===== config.mk =====
export PLATFORM = sky130hd
export DESIGN_NAME = smrd_top
export DESIGN_NICKNAME = d
export VERILOG_FILES = /design/src/verilog/smrd_pkg.sv /design/src/verilog/smrd_sync.sv /design/src/verilog/smrd_top.sv
export SDC_FILE = /design/constraint.sdc
export NUM_CORES = 1
export LEC_CHECK = 0
export BUFFER_PORTS_ARGS = -buffer_cell sky130_fd_sc_hd__buf_4
export CAP_MARGIN = 15
export CORE_ASPECT_RATIO = 0.7
export CORE_MARGIN = 2
export CORE_UTILIZATION = 47
export DETAILED_ROUTE_END_ITERATION = 7
export PLACE_DENSITY = 0.82
export SLEW_MARGIN = 20
export SYNTH_ARGS = -nofsm -noshare
export SYNTH_HDL_FRONTEND = slang
export SYNTH_SLANG_ARGS = --single-unit

===== constraint.sdc =====
create_clock -name aclk -period 1.9 [get_ports aclk]
set_input_delay 0.19 -clock aclk [delete_from_list [all_inputs] [get_ports aclk]]
set_output_delay 0.19 -clock aclk [all_outputs]
set_load 0.01 [all_outputs]

===== src/verilog/smrd_pkg.sv =====
// constants and register map of the supply monitor reset logic
// assumes a 50 MHz aclk and abstract comparator inputs from the analog side
// Summary of operation
// - wait start-up delay after power-on reset
// - add 64 ms delay when timer enabled
// - enable bit selects timer or bypass
// - two-bit field selects brown-out trip level
// - brown-out active by default, config disables
// - soft enable bit controls when config disabled
// - brown-out drops reset and sets flag bit1
// - enabled detector trip sets interrupt flag
// - four-bit limit field picks one of 16
// - limit 1111 uses external detect input
// - other codes pick internal trip ranges
// - detector runs only while enable set
// - crossing in direction raises interrupt, sets flag
// - external mode trips at 1.2V crossing
// - bit 7 selects rising or falling trigger
// - set: at or above; clear: at or below
// - idle-stop bit suspends detector in idle
// - no flag while reference unstable
package smrd_pkg;
	// byte offsets on the register bus
	localparam logic [3:0] OFF_RST_CTRL   = 4'h0;
	localparam logic [3:0] OFF_VD_CTRL    = 4'h4;
	localparam logic [3:0] OFF_IRQ_STATUS = 4'h8;
	localparam logic [3:0] OFF_IRQ_MASK   = 4'hC;
	// reset control register fields
	localparam int RC_SOFT_EN_BIT = 0;
	localparam int RC_BOR_FLAG_BIT = 1;
	localparam int RC_STARTED_BIT = 2;
	// detector control fields
	localparam int VD_EN_BIT     = 15;
	localparam int VD_IDLE_BIT   = 13;
	localparam int VD_DIR_BIT    = 7;
	localparam int VD_BGST_BIT   = 6;
	localparam int VD_IRST_BIT   = 5;
	localparam logic [15:0] VD_WMASK = 16'hA08F;
	localparam logic [15:0] VD_RESET = 16'h0000;
	localparam logic [3:0]  VD_LIMIT_EXT = 4'hF;
	// status bits
	localparam int ST_BOR_BIT = 0;
	localparam int ST_VD_BIT  = 1;
	localparam int ST_W       = 2;
	// timing
	localparam int CLK_HZ          = 50_000_000;
	localparam int POWER_UP_DELAY_TIMER_MS         = 64;
	localparam int POWER_UP_DELAY_TIMER_CYCLES     = POWER_UP_DELAY_TIMER_MS * (CLK_HZ / 1000);
	localparam int STARTUP_US      = 10;
	localparam int STARTUP_CYCLES  = STARTUP_US * (CLK_HZ / 1_000_000);
	// power-up sequence states
	typedef enum logic [1:0] {SEQ_STARTUP, SEQ_POWER_UP_DELAY_TIMER, SEQ_RUN} smrd_seq_t;
endpackage


===== src/verilog/smrd_sync.sv =====
// two-flop synchroniser for asynchronous level inputs
// assumes inputs come from the analog side with no relation to aclk
`timescale 1ns/1ps
`default_nettype none
module smrd_sync #(
	parameter int W = 1
) (
	// clock and reset
	input  wire logic         aclk,
	input  wire logic         aresetn,
	// level in and out
	input  wire logic [W-1:0] d,
	output logic      [W-1:0] q
);
	logic [W-1:0] meta_r;
	always_ff @(posedge aclk) begin
		if (!aresetn) begin
			meta_r <= '0;
			q      <= '0;
		end else begin
			meta_r <= d;
			q      <= meta_r;
		end
	end
endmodule
`default_nettype wire


===== src/verilog/smrd_top.sv =====
// supply monitor: start-up sequencing, brown-out reset and voltage detector
// assumes analog comparators deliver level outputs; AXI4-Lite register access
//
// Decided for this implementation: the AXI4-Lite slave port and the register addresses.
`timescale 1ns/1ps
`default_nettype none
module smrd_top #(
	parameter int STARTUP_CNT = smrd_pkg::STARTUP_CYCLES,
	parameter int POWER_UP_DELAY_TIMER_CNT    = smrd_pkg::POWER_UP_DELAY_TIMER_CYCLES
) (
	// clock and reset
	input  wire logic        aclk,
	input  wire logic        aresetn,
	// configuration word
	input  wire logic        power_up_delay_enable,
	input  wire logic [1:0]  brownout_level_select,
	input  wire logic [1:0]  brownout_config_enable,
	// analog side
	input  wire logic        supply_below_bor,
	input  wire logic [14:0] supply_above_tap,
	input  wire logic        ext_detect_above,
	input  wire logic        bandgap_stable,
	input  wire logic        ref_stable,
	input  wire logic        device_idle,
	output logic [1:0]       bor_level_out,
	output logic [3:0]       detect_limit_out,
	output logic             detector_on,
	// reset outputs
	output logic             run_enable,
	output logic             brownout_reset,
	// interrupt
	output logic             irq,
	// axi4-lite write address
	input  wire logic [3:0]  s_axi_awaddr,
	input  wire logic        s_axi_awvalid,
	output logic             s_axi_awready,
	// axi4-lite write data
	input  wire logic [31:0] s_axi_wdata,
	input  wire logic [3:0]  s_axi_wstrb,
	input  wire logic        s_axi_wvalid,
	output logic             s_axi_wready,
	// axi4-lite write response
	output logic [1:0]       s_axi_bresp,
	output logic             s_axi_bvalid,
	input  wire logic        s_axi_bready,
	// axi4-lite read address
	input  wire logic [3:0]  s_axi_araddr,
	input  wire logic        s_axi_arvalid,
	output logic             s_axi_arready,
	// axi4-lite read data
	output logic [31:0]      s_axi_rdata,
	output logic [1:0]       s_axi_rresp,
	output logic             s_axi_rvalid,
	input  wire logic        s_axi_rready
);
	localparam logic [1:0] RESP_OK  = 2'b00;
	localparam logic [1:0] RESP_ERR = 2'b10;

	// synchronised analog levels
	logic [19:0] async_in;
	logic [19:0] sync_q;
	assign async_in = {supply_below_bor, supply_above_tap, ext_detect_above,
	                   bandgap_stable, ref_stable, device_idle};
	smrd_sync #(.W(20)) u_sync (
		.aclk    (aclk),
		.aresetn (aresetn),
		.d       (async_in),
		.q       (sync_q)
	);
	wire        below_bor_s = sync_q[19];
	wire [14:0] tap_s       = sync_q[18:4];
	wire        ext_s       = sync_q[3];
	wire        bg_s        = sync_q[2];
	wire        ref_s       = sync_q[1];
	wire        idle_s      = sync_q[0];

	// registers
	logic        soft_en_r;
	logic        bor_flag_r;
	logic [15:0] vd_ctrl_r;
	logic [1:0]  status_r;
	logic [1:0]  mask_r;
	logic        armed_r;

	// power-up sequencing
	smrd_pkg::smrd_seq_t seq_r;
	smrd_pkg::smrd_seq_t seq_nxt;
	logic [31:0] cnt_r;
	logic [31:0] cnt_nxt;
	logic        power_up_delay_timer_en_r;

	always_comb begin
		seq_nxt = seq_r;
		cnt_nxt = cnt_r + 32'h1;
		unique case (seq_r)
			smrd_pkg::SEQ_STARTUP: begin
				if (cnt_r >= 32'(STARTUP_CNT - 1)) begin
					cnt_nxt = 32'h0;
					seq_nxt = power_up_delay_timer_en_r ? smrd_pkg::SEQ_POWER_UP_DELAY_TIMER : smrd_pkg::SEQ_RUN;
				end
			end
			smrd_pkg::SEQ_POWER_UP_DELAY_TIMER: begin
				if (cnt_r >= 32'(POWER_UP_DELAY_TIMER_CNT - 1)) begin
					cnt_nxt = 32'h0;
					seq_nxt = smrd_pkg::SEQ_RUN;
				end
			end
			smrd_pkg::SEQ_RUN: begin
				cnt_nxt = 32'h0;
			end
		endcase
	end

	// brown-out: restart the sequence while the supply is low
	wire bor_active = (brownout_config_enable != 2'b00) || soft_en_r;
	wire bor_event  = bor_active && below_bor_s;
	assign bor_level_out = brownout_level_select;

	always_ff @(posedge aclk) begin
		if (!aresetn || bor_event) begin
			seq_r <= smrd_pkg::SEQ_STARTUP;
			cnt_r <= 32'h0;
		end else begin
			seq_r <= seq_nxt;
			cnt_r <= cnt_nxt;
		end
	end

	// configuration captured after reset release, not at the async edge
	always_ff @(posedge aclk) begin
		if (seq_r == smrd_pkg::SEQ_STARTUP && cnt_r == 32'h0) begin
			power_up_delay_timer_en_r <= power_up_delay_enable;
		end
	end

	assign run_enable     = (seq_r == smrd_pkg::SEQ_RUN) && !bor_event;
	assign brownout_reset = bor_event;

	// voltage detector
	wire [3:0] limit   = vd_ctrl_r[3:0];
	wire       vd_en   = vd_ctrl_r[smrd_pkg::VD_EN_BIT];
	wire       vd_dir  = vd_ctrl_r[smrd_pkg::VD_DIR_BIT];
	wire       vd_idle = vd_ctrl_r[smrd_pkg::VD_IDLE_BIT];
	wire       ext_sel = (limit == smrd_pkg::VD_LIMIT_EXT);
	// top slot padded with the pin so every limit code indexes in range
	wire [15:0] cmp_all = {ext_s, tap_s};
	// comparator output picked by limit field; 1.2V reference is analog-side
	wire       above   = ext_sel ? ext_s : cmp_all[limit];
	wire       running = vd_en && !(vd_idle && idle_s);
	// tripped: at or above when rising, at or below when falling
	wire       tripped = vd_dir ? above : !above;
	wire       vd_event = running && ref_s && armed_r && tripped;
	assign detect_limit_out = limit;
	assign detector_on      = running;

	// arm once the comparator has seen the untripped side after enabling
	always_ff @(posedge aclk) begin
		if (!aresetn || !running) begin
			armed_r <= 1'b0;
		end else begin
			if (!tripped && ref_s) begin
				armed_r <= 1'b1;
			end else if (vd_event) begin
				armed_r <= 1'b0;
			end
		end
	end

	// axi4-lite slave: one write and one read outstanding
	logic        aw_got_r;
	logic        w_got_r;
	logic [3:0]  awaddr_r;
	logic [31:0] wdata_r;
	logic [3:0]  wstrb_r;

	assign s_axi_awready = !aw_got_r && !s_axi_bvalid;
	assign s_axi_wready  = !w_got_r && !s_axi_bvalid;
	wire aw_hs  = s_axi_awvalid && s_axi_awready;
	wire w_hs   = s_axi_wvalid && s_axi_wready;
	wire aw_now = aw_got_r || aw_hs;
	wire w_now  = w_got_r || w_hs;
	wire [3:0]  wa   = aw_got_r ? awaddr_r : s_axi_awaddr;
	wire [31:0] wd   = w_got_r ? wdata_r : s_axi_wdata;
	wire [3:0]  ws   = w_got_r ? wstrb_r : s_axi_wstrb;
	wire wr_do      = aw_now && w_now && !s_axi_bvalid;
	wire wr_rc      = wr_do && (wa == smrd_pkg::OFF_RST_CTRL);
	wire wr_vd      = wr_do && (wa == smrd_pkg::OFF_VD_CTRL);
	wire wr_mask    = wr_do && (wa == smrd_pkg::OFF_IRQ_MASK);
	wire wr_stat    = wr_do && (wa == smrd_pkg::OFF_IRQ_STATUS);
	wire wr_ok      = wr_rc || wr_vd || wr_mask || wr_stat;

	assign s_axi_arready = !s_axi_rvalid;
	wire rd_do    = s_axi_arvalid && s_axi_arready;
	wire rd_rc    = s_axi_araddr == smrd_pkg::OFF_RST_CTRL;
	wire rd_vd    = s_axi_araddr == smrd_pkg::OFF_VD_CTRL;
	wire rd_stat  = s_axi_araddr == smrd_pkg::OFF_IRQ_STATUS;
	wire rd_mask  = s_axi_araddr == smrd_pkg::OFF_IRQ_MASK;
	wire rd_ok    = rd_rc || rd_vd || rd_stat || rd_mask;

	// live status bits overlay the stored control bits
	wire [15:0] vd_view = (vd_ctrl_r & smrd_pkg::VD_WMASK)
	                    | (16'(bg_s) << smrd_pkg::VD_BGST_BIT)
	                    | (16'(ref_s) << smrd_pkg::VD_IRST_BIT);
	wire [31:0] rc_view = {29'h0, run_enable, bor_flag_r, soft_en_r};
	wire [31:0] rd_val  = rd_rc   ? rc_view :
	                      rd_vd   ? {16'h0, vd_view} :
	                      rd_stat ? {30'h0, status_r} :
	                      rd_mask ? {30'h0, mask_r} : 32'h0;

	// flags: hardware set wins over software clear
	wire clr_bor = wr_rc && ws[0] && !wd[smrd_pkg::RC_BOR_FLAG_BIT];
	wire [1:0] ev = {vd_event, bor_event};
	wire       stat_rd_clr = rd_do && rd_stat;

	always_ff @(posedge aclk) begin
		if (!aresetn) begin
			aw_got_r <= 1'b0;
			w_got_r  <= 1'b0;
			awaddr_r <= 4'h0;
			wdata_r  <= 32'h0;
			wstrb_r  <= 4'h0;
			s_axi_bvalid <= 1'b0;
			s_axi_bresp  <= RESP_OK;
		end else begin
			if (aw_hs) awaddr_r <= s_axi_awaddr;
			if (w_hs) wdata_r <= s_axi_wdata;
			if (w_hs) wstrb_r <= s_axi_wstrb;
			aw_got_r <= aw_now && !wr_do;
			w_got_r  <= w_now && !wr_do;
			if (wr_do) begin
				s_axi_bvalid <= 1'b1;
				s_axi_bresp  <= wr_ok ? RESP_OK : RESP_ERR;
			end else if (s_axi_bready) begin
				s_axi_bvalid <= 1'b0;
			end
		end
	end

	always_ff @(posedge aclk) begin
		if (!aresetn) begin
			s_axi_rvalid <= 1'b0;
			s_axi_rdata  <= 32'h0;
			s_axi_rresp  <= RESP_OK;
		end else if (rd_do) begin
			s_axi_rvalid <= 1'b1;
			s_axi_rdata  <= rd_val;
			s_axi_rresp  <= rd_ok ? RESP_OK : RESP_ERR;
		end else if (s_axi_rready) begin
			s_axi_rvalid <= 1'b0;
		end
	end

	// register file; bor flag survives the brown-out it records
	always_ff @(posedge aclk) begin
		if (!aresetn) begin
			soft_en_r  <= 1'b0;
			bor_flag_r <= 1'b0;
			vd_ctrl_r  <= smrd_pkg::VD_RESET;
			mask_r     <= 2'h0;
			status_r   <= 2'h0;
		end else begin
			if (wr_rc && ws[0]) soft_en_r <= wd[smrd_pkg::RC_SOFT_EN_BIT];
			if (bor_event) begin
				bor_flag_r <= 1'b1;
			end else if (clr_bor) begin
				bor_flag_r <= 1'b0;
			end
			if (wr_vd) begin
				if (ws[0]) vd_ctrl_r[7:0] <= wd[7:0] & smrd_pkg::VD_WMASK[7:0];
				if (ws[1]) vd_ctrl_r[15:8] <= wd[15:8] & smrd_pkg::VD_WMASK[15:8];
			end
			if (wr_mask && ws[0]) mask_r <= wd[1:0];
			status_r <= ev | (stat_rd_clr ? 2'h0 : status_r);
		end
	end

	// detector flag lives in status bit 1: sticky until the status read
	assign irq = |(status_r & mask_r);
endmodule
`default_nettype wire


# --- Word-level counts from Yosys, hierarchy flattened ---
# Cells that the tools add are included.
op_classes:
  n_addsub: 1
  order_cmp: 3
  n_eq_ne: 11
  n_mux: 29
  n_bitwise: 4
  n_reduce_logical: 63
ops:
  columns: ["op", "count"]
  rows:
  - ["one-hot mux 32 bit (3 select lines)", 1]
  - ["2-to-1 mux 32 bit", 2]
  - ["2-to-1 mux 16 bit", 3]
  - ["adder 32 x 1 -> 32 bit (second input constant)", 1]
  - ["greater-or-equal comparator 32 x 22 -> 1 bit (second input constant)", 1]
  - ["greater-or-equal comparator 32 x 9 -> 1 bit (second input constant)", 1]
  - ["logical NOT 32 bit", 1]
  - ["logical AND 1 bit", 26]
  - ["equality test 4 bit (second input constant)", 5]
  - ["2-to-1 mux 2 bit", 9]
  - ["OR 16 x 6 -> 16 bit", 1]
  - ["OR 16 x 7 -> 16 bit", 1]
  - ["logical NOT 1 bit", 12]
  - ["nonzero test 2 bit", 6]
  - ["logical OR 1 bit", 11]
  - ["2-to-1 mux 1 bit", 11]
  - ["equality test 4 x 3 -> 1 bit (second input constant)", 2]
  - ["logical NOT 4 bit", 2]
  - ["less-than comparator 4 x 5 -> 1 bit (second input constant)", 1]
  - ["binary-select mux 1 bit (select 4 bit)", 1]
  - ["2-to-1 mux 4 bit", 1]
  - ["inequality test 2 bit (second input constant)", 2]
  - ["one-hot mux 2 bit (2 select lines)", 1]
  - ["AND reduction 2 bit", 2]
  - ["other kinds (7)", 7]
totals:
  regBits: 151
  in_bits: 76
  out_inout_bits: 51
  wordCells: 133

# --- Logic depth before layout (Yosys ltp) ---
# Gate-level depths: netlist of the first run.
logic_depth:
  ltp_word: 11
  ltp_mapped: 8
  depth_no_buf: 7

# --- Cells and area by module ---
# From an unflattened synthesis of the first run, not the netlist that was laid out.
hier_totals:
  hier_cells: 477
  area_unflattened_um2: 4727.0
modules_own_cells:
  columns: ["mod", "instances", "cells_each", "area_each_um2", "seq_area_each_um2"]
  rows:
  - ["smrd_top", 1, 393, 3619.7, 1551.5]
  - ["smrd_sync", 1, 84, 1107.3, 800.8]

# --- Least setup slack after synthesis of the first run ---
# OpenSTA, ideal clock, no wires.
synth_timing:
  path_kind: "register to register"
  from: "register vd_ctrl_r[0]"
  to: "register status_r[1]"
  setup_ps: 117
  t_arrival_ps: 1788
  required_ps: 1783
  path_slack_ps: -5
  path_stages_with_launch: 6
  n_path_buf: 1
  period_less_slack_ps: 1905
  path_cell_list: "dfxtp_1 > buf_2 > mux4_2 > mux4_2 > xnor2_1 > a32o_1"
synth_via:
  elab_chain_cells: 7
  word_cells_on_any_way: 8
  cone_classes: "eq/ne (1); mux (4); bitwise (1); reduce/logical (2)"
synth_lines:
  columns: ["element", "line", "text"]
  rows:
  - ["start, declared", "smrd_top.sv:80", "logic [15:0] vd_ctrl_r;"]
  - ["start signal, assigned", "smrd_top.sv:258", "vd_ctrl_r <= smrd_pkg::VD_RESET;"]
  - ["start signal, assigned", "smrd_top.sv:269", "if (ws[0]) vd_ctrl_r[7:0] <= wd[7:0] & smrd_pkg::VD_WMASK[7:0];"]
  - ["binary-select mux 1 bit (select 4 bit)", "smrd_top.sv:148", "wire above = ext_sel ? ext_s : cmp_all[limit];"]
  - ["2-to-1 mux 1 bit (not written as such)", "smrd_top.sv:148", null]
  - ["2-to-1 mux 1 bit *", "smrd_top.sv:148", null]
  - ["logical NOT 1 bit", "smrd_top.sv:151", "wire tripped = vd_dir ? above : !above;"]
  - ["2-to-1 mux 1 bit *", "smrd_top.sv:151", null]
  - ["logical AND 1 bit *", "smrd_top.sv:152", "wire vd_event = running && ref_s && armed_r && tripped;"]
  - ["OR 2 bit *", "smrd_top.sv:273", "status_r <= ev | (stat_rd_clr ? 2'h0 : status_r);"]
  - ["end signal, assigned", "smrd_top.sv:273", null]
  - ["end, declared", "smrd_top.sv:81", "logic [1:0] status_r;"]
# Mark *: on every way between the ends. The rest lies on a longest branch, timed or not. The select of a mux whose other input is x is not followed.
# A chain may end at the register's enable or synchronous reset.

# --- Worst setup path after layout of the first run ---
# Ends and elaborated chain as after synthesis.

==> impl_summary.txt, run 1 <==
----------------------------------------------------
[GRT]
  GR Util All Layers ... 20.7%
  Number of antenna violations at the first check in global routing ... 0
  Global-route wire length before repair ... 17100 um
  Largest net degree at the start of global routing ... 48
  Via count of the first global-routing pass ... 3637
  Total global routing overflow ... 0

[Drt]
  Routed vias/inst ... 5.15
  First-pass iteration count of the detailed router ... 5
  Via count ... 3716
  Wire length per cell ... 15.3 um
  DRC Markers ... 0
  Antenna Nets Post-Route ... 0
  Detailed Route Iter0 Violations ... 350
  Total detailed-routing wirelength ... 11100 um

[Critical path]
  End of the worst register-to-register path ... status_r[1]
  Sort of element at the end of the critical path ... flip-flop
  Required time at the endpoint of the critical path ... 2.20 ns
  R2R Path Start ... vd_ctrl_r[0]
  R2R setup slack ... 0.00008 ns
  Delay of the slowest cell on the worst path ... 0.51 ns
  Cell occurring most often along the worst timing path ... sky130_fd_sc_hd__mux4_2
  Critical path fanouts, max ... 6
  Critical-path top delay cell ... sky130_fd_sc_hd__mux4_2
  Crit path cell chain ... mux4_2, mux4_2, xnor2_2, a32o_1
  Critical path class ... flip-flop to flip-flop
  Data arrival time of the critical path ... 2.20 ns
  Startpoint Class ... flip-flop
  Depth of the worst register-to-register path ... 4

[Finish]
  Fin util ... 64.8%
  Total of fill cells in the finished design ... 739
  Share of post-route cells with drive strength above 1 ... 26.8%
  Count of placed standard cells in the final layout, fillers left out ... 721
  Post-layout net count ... 662
  Count of antenna diodes in the layout ... 0
  Final design instance area without fill ... 6300 um2
  Area overhead of the layout relative to synthesis ... 33.3%

[STA]
  Shortest period the worst path allows ... 1.90 ns
  Relative slew slack ... 63.6%
  Final Max Slew Viols ... 0
  Count of final setup violators ... 0
  Sum of negative setup slack ... 0 ns
  Setup ws final ... 0.0000795 ns
  Tightest hold margin ... 0.0122 ns
  Worst-Margin Slew ... 0.542 ns
  RSZ-0062 raised after global routing ... true
  Worst clock skew ... 0.00910 ns
  Highest attainable clock frequency ... 526 MHz
  Tcrit/Tclk final ... 100%
  Final hold violation count ... 0

[Synth]
  Top cell type's share of synthesized area ... 49.1%
  Post-synth cell types ... 52
  #FFs+latches synth ... 117
  Post-synth top flop ... sky130_fd_sc_hd__dfxtp_1
  Gate Count Post-Synth ... 474
  Post-synthesis async set-or-reset flop share ... 0%
  EDFF count, synth ... 1
  Biggest area consumer among synthesized cells ... sky130_fd_sc_hd__dfxtp_1
  Cell types occupying the most area after synthesis ... sky130_fd_sc_hd__dfxtp_1, sky130_fd_sc_hd__and2_1, sky130_fd_sc_hd__buf_4, sky130_fd_sc_hd__mux2i_1, sky130_fd_sc_hd__mux4_2
  YS warnings ... 0
  Syn avg cell area ... 9.98 um2
  Post-Syn Area ... 4730 um2
  Share of synthesized area occupied by flip-flops and latches ... 49.7%

[Power]
  Share of power burned in combinational logic ... 8.5%
  Static Leakage ... 2.56 nW
  Switching Power ... 1.41 mW
  Net switching share of the total power ... 21.6%
  Clk network pwr share ... 51.4%
  Internal power ... 5.11 mW
  Proportion of power drawn by flip-flops and latches ... 40.1%
  Power density over the cells ... 1030 nW/um2
  Maximum resistive drop on vdd ... 0.721 mV
  Final Total Pwr ... 6.52 mW

[Die]
  Overall die area ... 10900 um2
  Effective utilization at floorplan ... 48.6%
  Number of rows created at floorplan ... 30
  Vert. Die Dim ... 87.9 um
  Io pins ... 127
  Core Box Area ... 9720 um2
  Die width ... 124 um

[Hold path]
  Terminating pin of the worst hold path ... u_sync.meta_r[13]
  Launch instance of the worst min-delay path ... supply_above_tap[9]
  Hold Path Class ... input port to flip-flop
  Number of cells on the worst hold path ... 2

[Placement]
  Cell count after placement ... 667
  Weighted congestion reported at the end of routability-driven placement ... 0.826
  Count of input and output buffers ... 70
  Standard cell area after detailed placement ... 5330 um2
  Worst slack at placement ... -0.108 ns
  Sum of net half-perimeters after detailed placement ... 7170 um

[CTS]
  Total CTS buffers ... 17
  Clock tree sinks ... 117
  Clock transition at the registers of the reported paths ... 0.05 ns
  Maximum buffer depth of the clock tree ... 2
  Clk Tree Root Cell ... sky130_fd_sc_hd__clkbuf_16
  TritonCTS clock tree ... yes
  H-tree depth reported by CTS ... 4
  Clock latency reported for the late side of the worst-skew pair ... 0.41 ns

[Flow run]
  Max-cap viol count ... 0

[Outcome]
  Result of the run ... finished, final reports clean

----------------------------------------------------
worst max-delay path by stage:
stage                 start     endpoint  slack [ns]  cells after the start
4_1_cts           cnt_r[18]     cnt_r[3]       -0.02                      6
6_report       vd_ctrl_r[0]  status_r[1]     0.00008                      4
5_1_grt        vd_ctrl_r[0]  status_r[1]       -0.07                      4
2_1_floorplan      cnt_r[0]    cnt_r[10]        0.03                      8
3_3_place_gp   vd_ctrl_r[0]  status_r[1]       -0.07                      4
3_5_place_dp   vd_ctrl_r[0]      armed_r       -0.11                      4
state kept, by name, summed over array words and instances, names as in the netlist, 2 cells and up:
signal and cells:
cnt_r 32, u_sync.meta_r 20, u_sync.q 20, s_axi_rdata 9, vd_ctrl_r 7, wdata_r 7, awaddr_r 4, mask_r 2
seq_r 2, status_r 2, wstrb_r 2
power by group through the flow:
stage,combinational (mW),sequential (mW),clock (mW)
2_1_floorplan,0.350,2.64,0
3_3_place_gp,0.465,2.65,0
3_5_place_dp,0.483,2.66,0
4_1_cts,0.524,2.61,3.39
5_1_grt,0.608,2.62,3.51
6_report,0.554,2.61,3.35
kinds of logic after synthesis:
family | after synthesis | share of synthesized area [%]
DFF | 117 | 49.7
muxes | 28 | 7.91
xor gates and xnor gates | 21 | 3.89
buffers and inverters | 67 | 8.17
and+or+nand+nor | 183 | 20.4
other | 1 | 0.0793
adders and majority gates | 5 | 1.32
AOI/OAI and AO/OA | 52 | 8.44
critical path: cells and delay by family (launching register included):
kind | cells | cell delay (ns)
AO/OA/AOI/OAI | 1 | 0.21
multiplexers | 2 | 1.02
XOR/XNOR | 1 | 0.17
flip-flops | 1 | 0.39
Yosys cell counts (all sizes together), types with 4 or more instances:
cell type / instances
and4: 4
a22oi: 9
buf: 39
nand4: 7
a21oi: 21
nor2: 36
nor3: 31
mux2i: 16
and2: 45
inv: 13
xor2: 5
nand2: 30
xnor2: 16
dfxtp: 116
clkbuf: 15
a311oi: 5
and3: 4
nand3: 8
nor4: 8
ha: 5
mux4: 7
mux2: 5
per-layer routing:
metal / vias to the layer above / global-route usage (%) / share of wire, %
met5: - / 0 / 0
met2: 144 / 35.8 / 50
met1: 1762 / 24.6 / 42
li1: 1792 / - / -
met3: 18 / 6.18 / 6.5
met4: 0 / 7.56 / 1.3
area by class of cell:
class                   instances  area [um2]  area share (%)
well taps                     128         160            2.54
flip-flops and latches        117        2360            37.4
clock inverters                 9         149            2.36
repair buffers                108         875            13.9
inverters                      13        48.8           0.774
clock buffers                  22         474            7.52
multi-input cells             324        2240            35.5
cell usage in the layout (no fill, tap or decap), types with 2 or more instances in the layout:
cell,netlist,final
sky130_fd_sc_hd__a21oi_1,19,19
sky130_fd_sc_hd__a21oi_2,2,2
sky130_fd_sc_hd__a22oi_1,9,9
sky130_fd_sc_hd__a311oi_1,3,3
sky130_fd_sc_hd__a311oi_2,2,2
sky130_fd_sc_hd__and2_1,45,45
sky130_fd_sc_hd__and3_1,4,4
sky130_fd_sc_hd__and4_1,4,3
sky130_fd_sc_hd__buf_4,32,87
sky130_fd_sc_hd__bufinv_16,0,4
sky130_fd_sc_hd__clkbuf_1,15,2
sky130_fd_sc_hd__clkbuf_16,0,17
sky130_fd_sc_hd__clkbuf_8,0,3
sky130_fd_sc_hd__clkinv_2,0,3
sky130_fd_sc_hd__conb_1,1,35
sky130_fd_sc_hd__dfxtp_1,116,113
sky130_fd_sc_hd__dfxtp_2,0,2
sky130_fd_sc_hd__dlygate4sd3_1,0,19
sky130_fd_sc_hd__ha_1,5,4
sky130_fd_sc_hd__inv_1,13,13
sky130_fd_sc_hd__mux2_2,5,5
sky130_fd_sc_hd__mux2i_1,16,16
sky130_fd_sc_hd__mux4_2,7,7
sky130_fd_sc_hd__nand2_1,30,30
sky130_fd_sc_hd__nand2b_1,2,2
sky130_fd_sc_hd__nand3_1,8,8
sky130_fd_sc_hd__nand4_1,7,7
sky130_fd_sc_hd__nor2_1,36,35
sky130_fd_sc_hd__nor3_1,31,26
sky130_fd_sc_hd__nor3_2,0,5
sky130_fd_sc_hd__nor4_1,7,5
sky130_fd_sc_hd__nor4_4,0,2
sky130_fd_sc_hd__xnor2_1,16,15
sky130_fd_sc_hd__xor2_1,5,5
timing repair:
item / in CTS / in global routing
pin swaps: 2 / 8
setup endpoints to repair: 7 / 34
buffers inserted: 0 / 4
resized for setup: 6 / 22
endpoints found under the hold margin: 19 / 0
hold buffers: 19 / 0
(Power assumes the default switching activity.)
==> run 2, diff against run 1 <==
--- a/config.mk
+++ b/config.mk
@@ -10,3 +10,3 @@
 export CORE_ASPECT_RATIO = 0.7
-export CORE_MARGIN = 2
+export CORE_MARGIN = 10
 export CORE_UTILIZATION = 47
==> constraint.sdc (replaced) <==
create_clock -name aclk -period 1.9 [get_ports aclk]
set_input_delay 0.57 -clock aclk [delete_from_list [all_inputs] [get_ports aclk]]
set_output_delay 0.57 -clock aclk [all_outputs]
set_load 0.01 [all_outputs]
==> run 2 against run 1 <==
  * The flow now finishes with violations (negative setup slack)
  * Sequential share of layout area down 0.89 points
  * Cell count down 0.55%
  * Global-route usage down 4.7 points
  * Die area up 33%
  * Total power up 0.22%
  * First-iteration DRC count down 7.4%
  * Count of clock-buffer cells in the layout down 4
  * Setup slack worse by 0.018 ns
  * Utilization up 1.7 points
  * Routed wire length up 15%
  * Fmax down 0.93%
  * Clock power about the same
  * Critical path type unchanged
  * Largest cell class is now multi-input combinational cells
  * Largest power group unchanged
==> impl_summary.txt, run 2 (synthesized netlist as in run 1, its figures left out) <==
----------------------------------------------------
[STA]
  Tcrit/Tclk final ... 101%
  Sum of negative setup slack ... -0.0323 ns
  Final Max Slew Viols ... 0
  Setup ws final ... -0.0178 ns
  Tightest hold margin ... 0.340 ns
  Worst clock skew ... 0.00841 ns
  Final hold violation count ... 0
  Shortest period the worst path allows ... 1.92 ns
  Highest attainable clock frequency ... 521 MHz
  Count of final setup violators ... 4
  RSZ-0062 raised after global routing ... true

[Drt]
  Wire length per cell ... 17.7 um
  Antenna Nets Post-Route ... 0
  Detailed Route Iter0 Violations ... 324
  Via count ... 3784
  Routed vias/inst ... 5.28
  Total detailed-routing wirelength ... 12700 um
  First-pass iteration count of the detailed router ... 5
  DRC Markers ... 0

[GRT]
  Number of antenna violations at the first check in global routing ... 0
  Total global routing overflow ... 0
  Largest net degree at the start of global routing ... 39
  Global-route wire length before repair ... 19000 um
  GR Util All Layers ... 16.0%
  Via count of the first global-routing pass ... 3782

[Finish]
  Sequential Area ... 2370 um2
  Total of fill cells in the finished design ... 740
  Flip-flop count of the largest register, all copies and words added ... 32
  Count of antenna diodes in the layout ... 0
  Top register by number of flip-flops ... cnt_r
  Area overhead of the layout relative to synthesis ... 37.4%
  Leading cell types in the layout, fill and taps excluded ... sky130_fd_sc_hd__dfxtp_1, sky130_fd_sc_hd__buf_4, sky130_fd_sc_hd__and2_1
  Leading cell type in the layout, fill and taps excluded ... sky130_fd_sc_hd__dfxtp_1
  Biggest registers after layout ... cnt_r: 32 flops, u_sync.meta_r: 20 flops, u_sync.q: 20 flops
  Post-layout net count ... 657
  Area of combinational cells with multiple inputs ... 2440 um2
  Share of post-route cells with drive strength above 1 ... 35.0%

[Outcome]
  Result of the run ... finished with violations
  Violations in the final reports ... negative setup slack

[Die]
  Effective utilization at floorplan ... 48.5%
  Overall die area ... 14500 um2
  Vert. Die Dim ... 104 um
  Io pins ... 127
  Number of rows created at floorplan ... 30
  Die width ... 140 um
  Core Box Area ... 9760 um2

[CTS]
  Clk Tree Root Cell ... sky130_fd_sc_hd__clkbuf_16
  TritonCTS clock tree ... yes
  Maximum buffer depth of the clock tree ... 2
  Clock transition at the registers of the reported paths ... 0.05 ns
  Clock tree sinks ... 117
  Clock latency reported for the late side of the worst-skew pair ... 0.42 ns
  H-tree depth reported by CTS ... 4
  Total CTS buffers ... 17

[Power]
  Power density over the cells ... 1010 nW/um2
  Maximum resistive drop on vdd ... 0.714 mV
  Static Leakage ... 2.66 nW

[Placement]
  Count of input and output buffers ... 70
  Weighted congestion reported at the end of routability-driven placement ... 0.841
  Sum of net half-perimeters after detailed placement ... 8180 um
  Worst slack at placement ... -0.268 ns

[Critical path]
  Startpoint Class ... flip-flop
  Data arrival time of the critical path ... 2.22 ns
  Required time at the endpoint of the critical path ... 2.21 ns
  Sort of element at the end of the critical path ... flip-flop
  Critical path class ... flip-flop to flip-flop
  Critical path fanouts, max ... 6

[Hold path]
  Hold Path Class ... input port to flip-flop

[Flow run]
  Max-cap viol count ... 0

----------------------------------------------------
[run 2: layer usage]
layer  vias up  share of wire, %  track usage (%)
met1      1812                41             18.9
met3        36               6.1             4.65
met4         0               2.6             7.57
li1       1783                 -                -
met2       153                50             26.1
met5         -                 0                0
[run 2: timing repair]
action / CTS / global route
gates resized for setup: 16 / 57
pin swaps: 4 / 17
setup endpoints to repair: 29 / 34
buffers inserted: 1 / 9
hold buffers: 0 / 0
cloned: 0 / 4
[run 2: worst paths after layout]
check / start / to / slack [ns] / depth (start not counted)
max reg2reg: vd_ctrl_r[0] / status_r[1] / -0.02 / 4
min: power_up_delay_enable / power_up_delay_timer_en_r / 0.34 / 1
max: vd_ctrl_r[0] / status_r[1] / -0.02 / 4
min reg2reg: u_sync.meta_r[9] / u_sync.q[9] / 0.43 / 1
[run 2: area by class of cell]
| type | count | share of cell area [%] |
|---|---|---|
| multi-input combinational | 324 | 37.5 |
| sequential | 117 | 36.5 |
| timing repair buffer | 103 | 13.2 |
| clock buffer | 18 | 6.76 |
| clock inverter | 14 | 2.83 |
| tap | 128 | 2.46 |
| inverter | 13 | 0.751 |
[run 2: metrics by stage]
stage / utilization, % / area, um2 / cells / total power [mW]
global route: 66.6 / 6500 / 717 / 6.74
CTS: 62.4 / 6090 / 704 / 6.51
finish: 66.6 / 6500 / 717 / 6.53
floorplan: - / 4860 / 508 / 2.99
global placement: 55.2 / 5390 / 671 / 3.14
detailed placement: 55.2 / 5390 / 671 / 3.16
[run 2: power breakdown]
| group | leakage (nW) | internal [mW] | switching (mW) |
|---|---|---|---|
| Clock | 0.309 | 2.21 | 1.12 |
| Combinational | 1.39 | 0.285 | 0.310 |
| Sequential | 0.966 | 2.55 | 0.0506 |
[run 2: worst max-delay path: stages, from the launching register on]
cell,delay [ns]
sky130_fd_sc_hd__dfxtp_4,0.40
sky130_fd_sc_hd__mux4_2,0.54
sky130_fd_sc_hd__mux4_2,0.49
sky130_fd_sc_hd__xnor2_1,0.16
sky130_fd_sc_hd__a32o_1,0.21
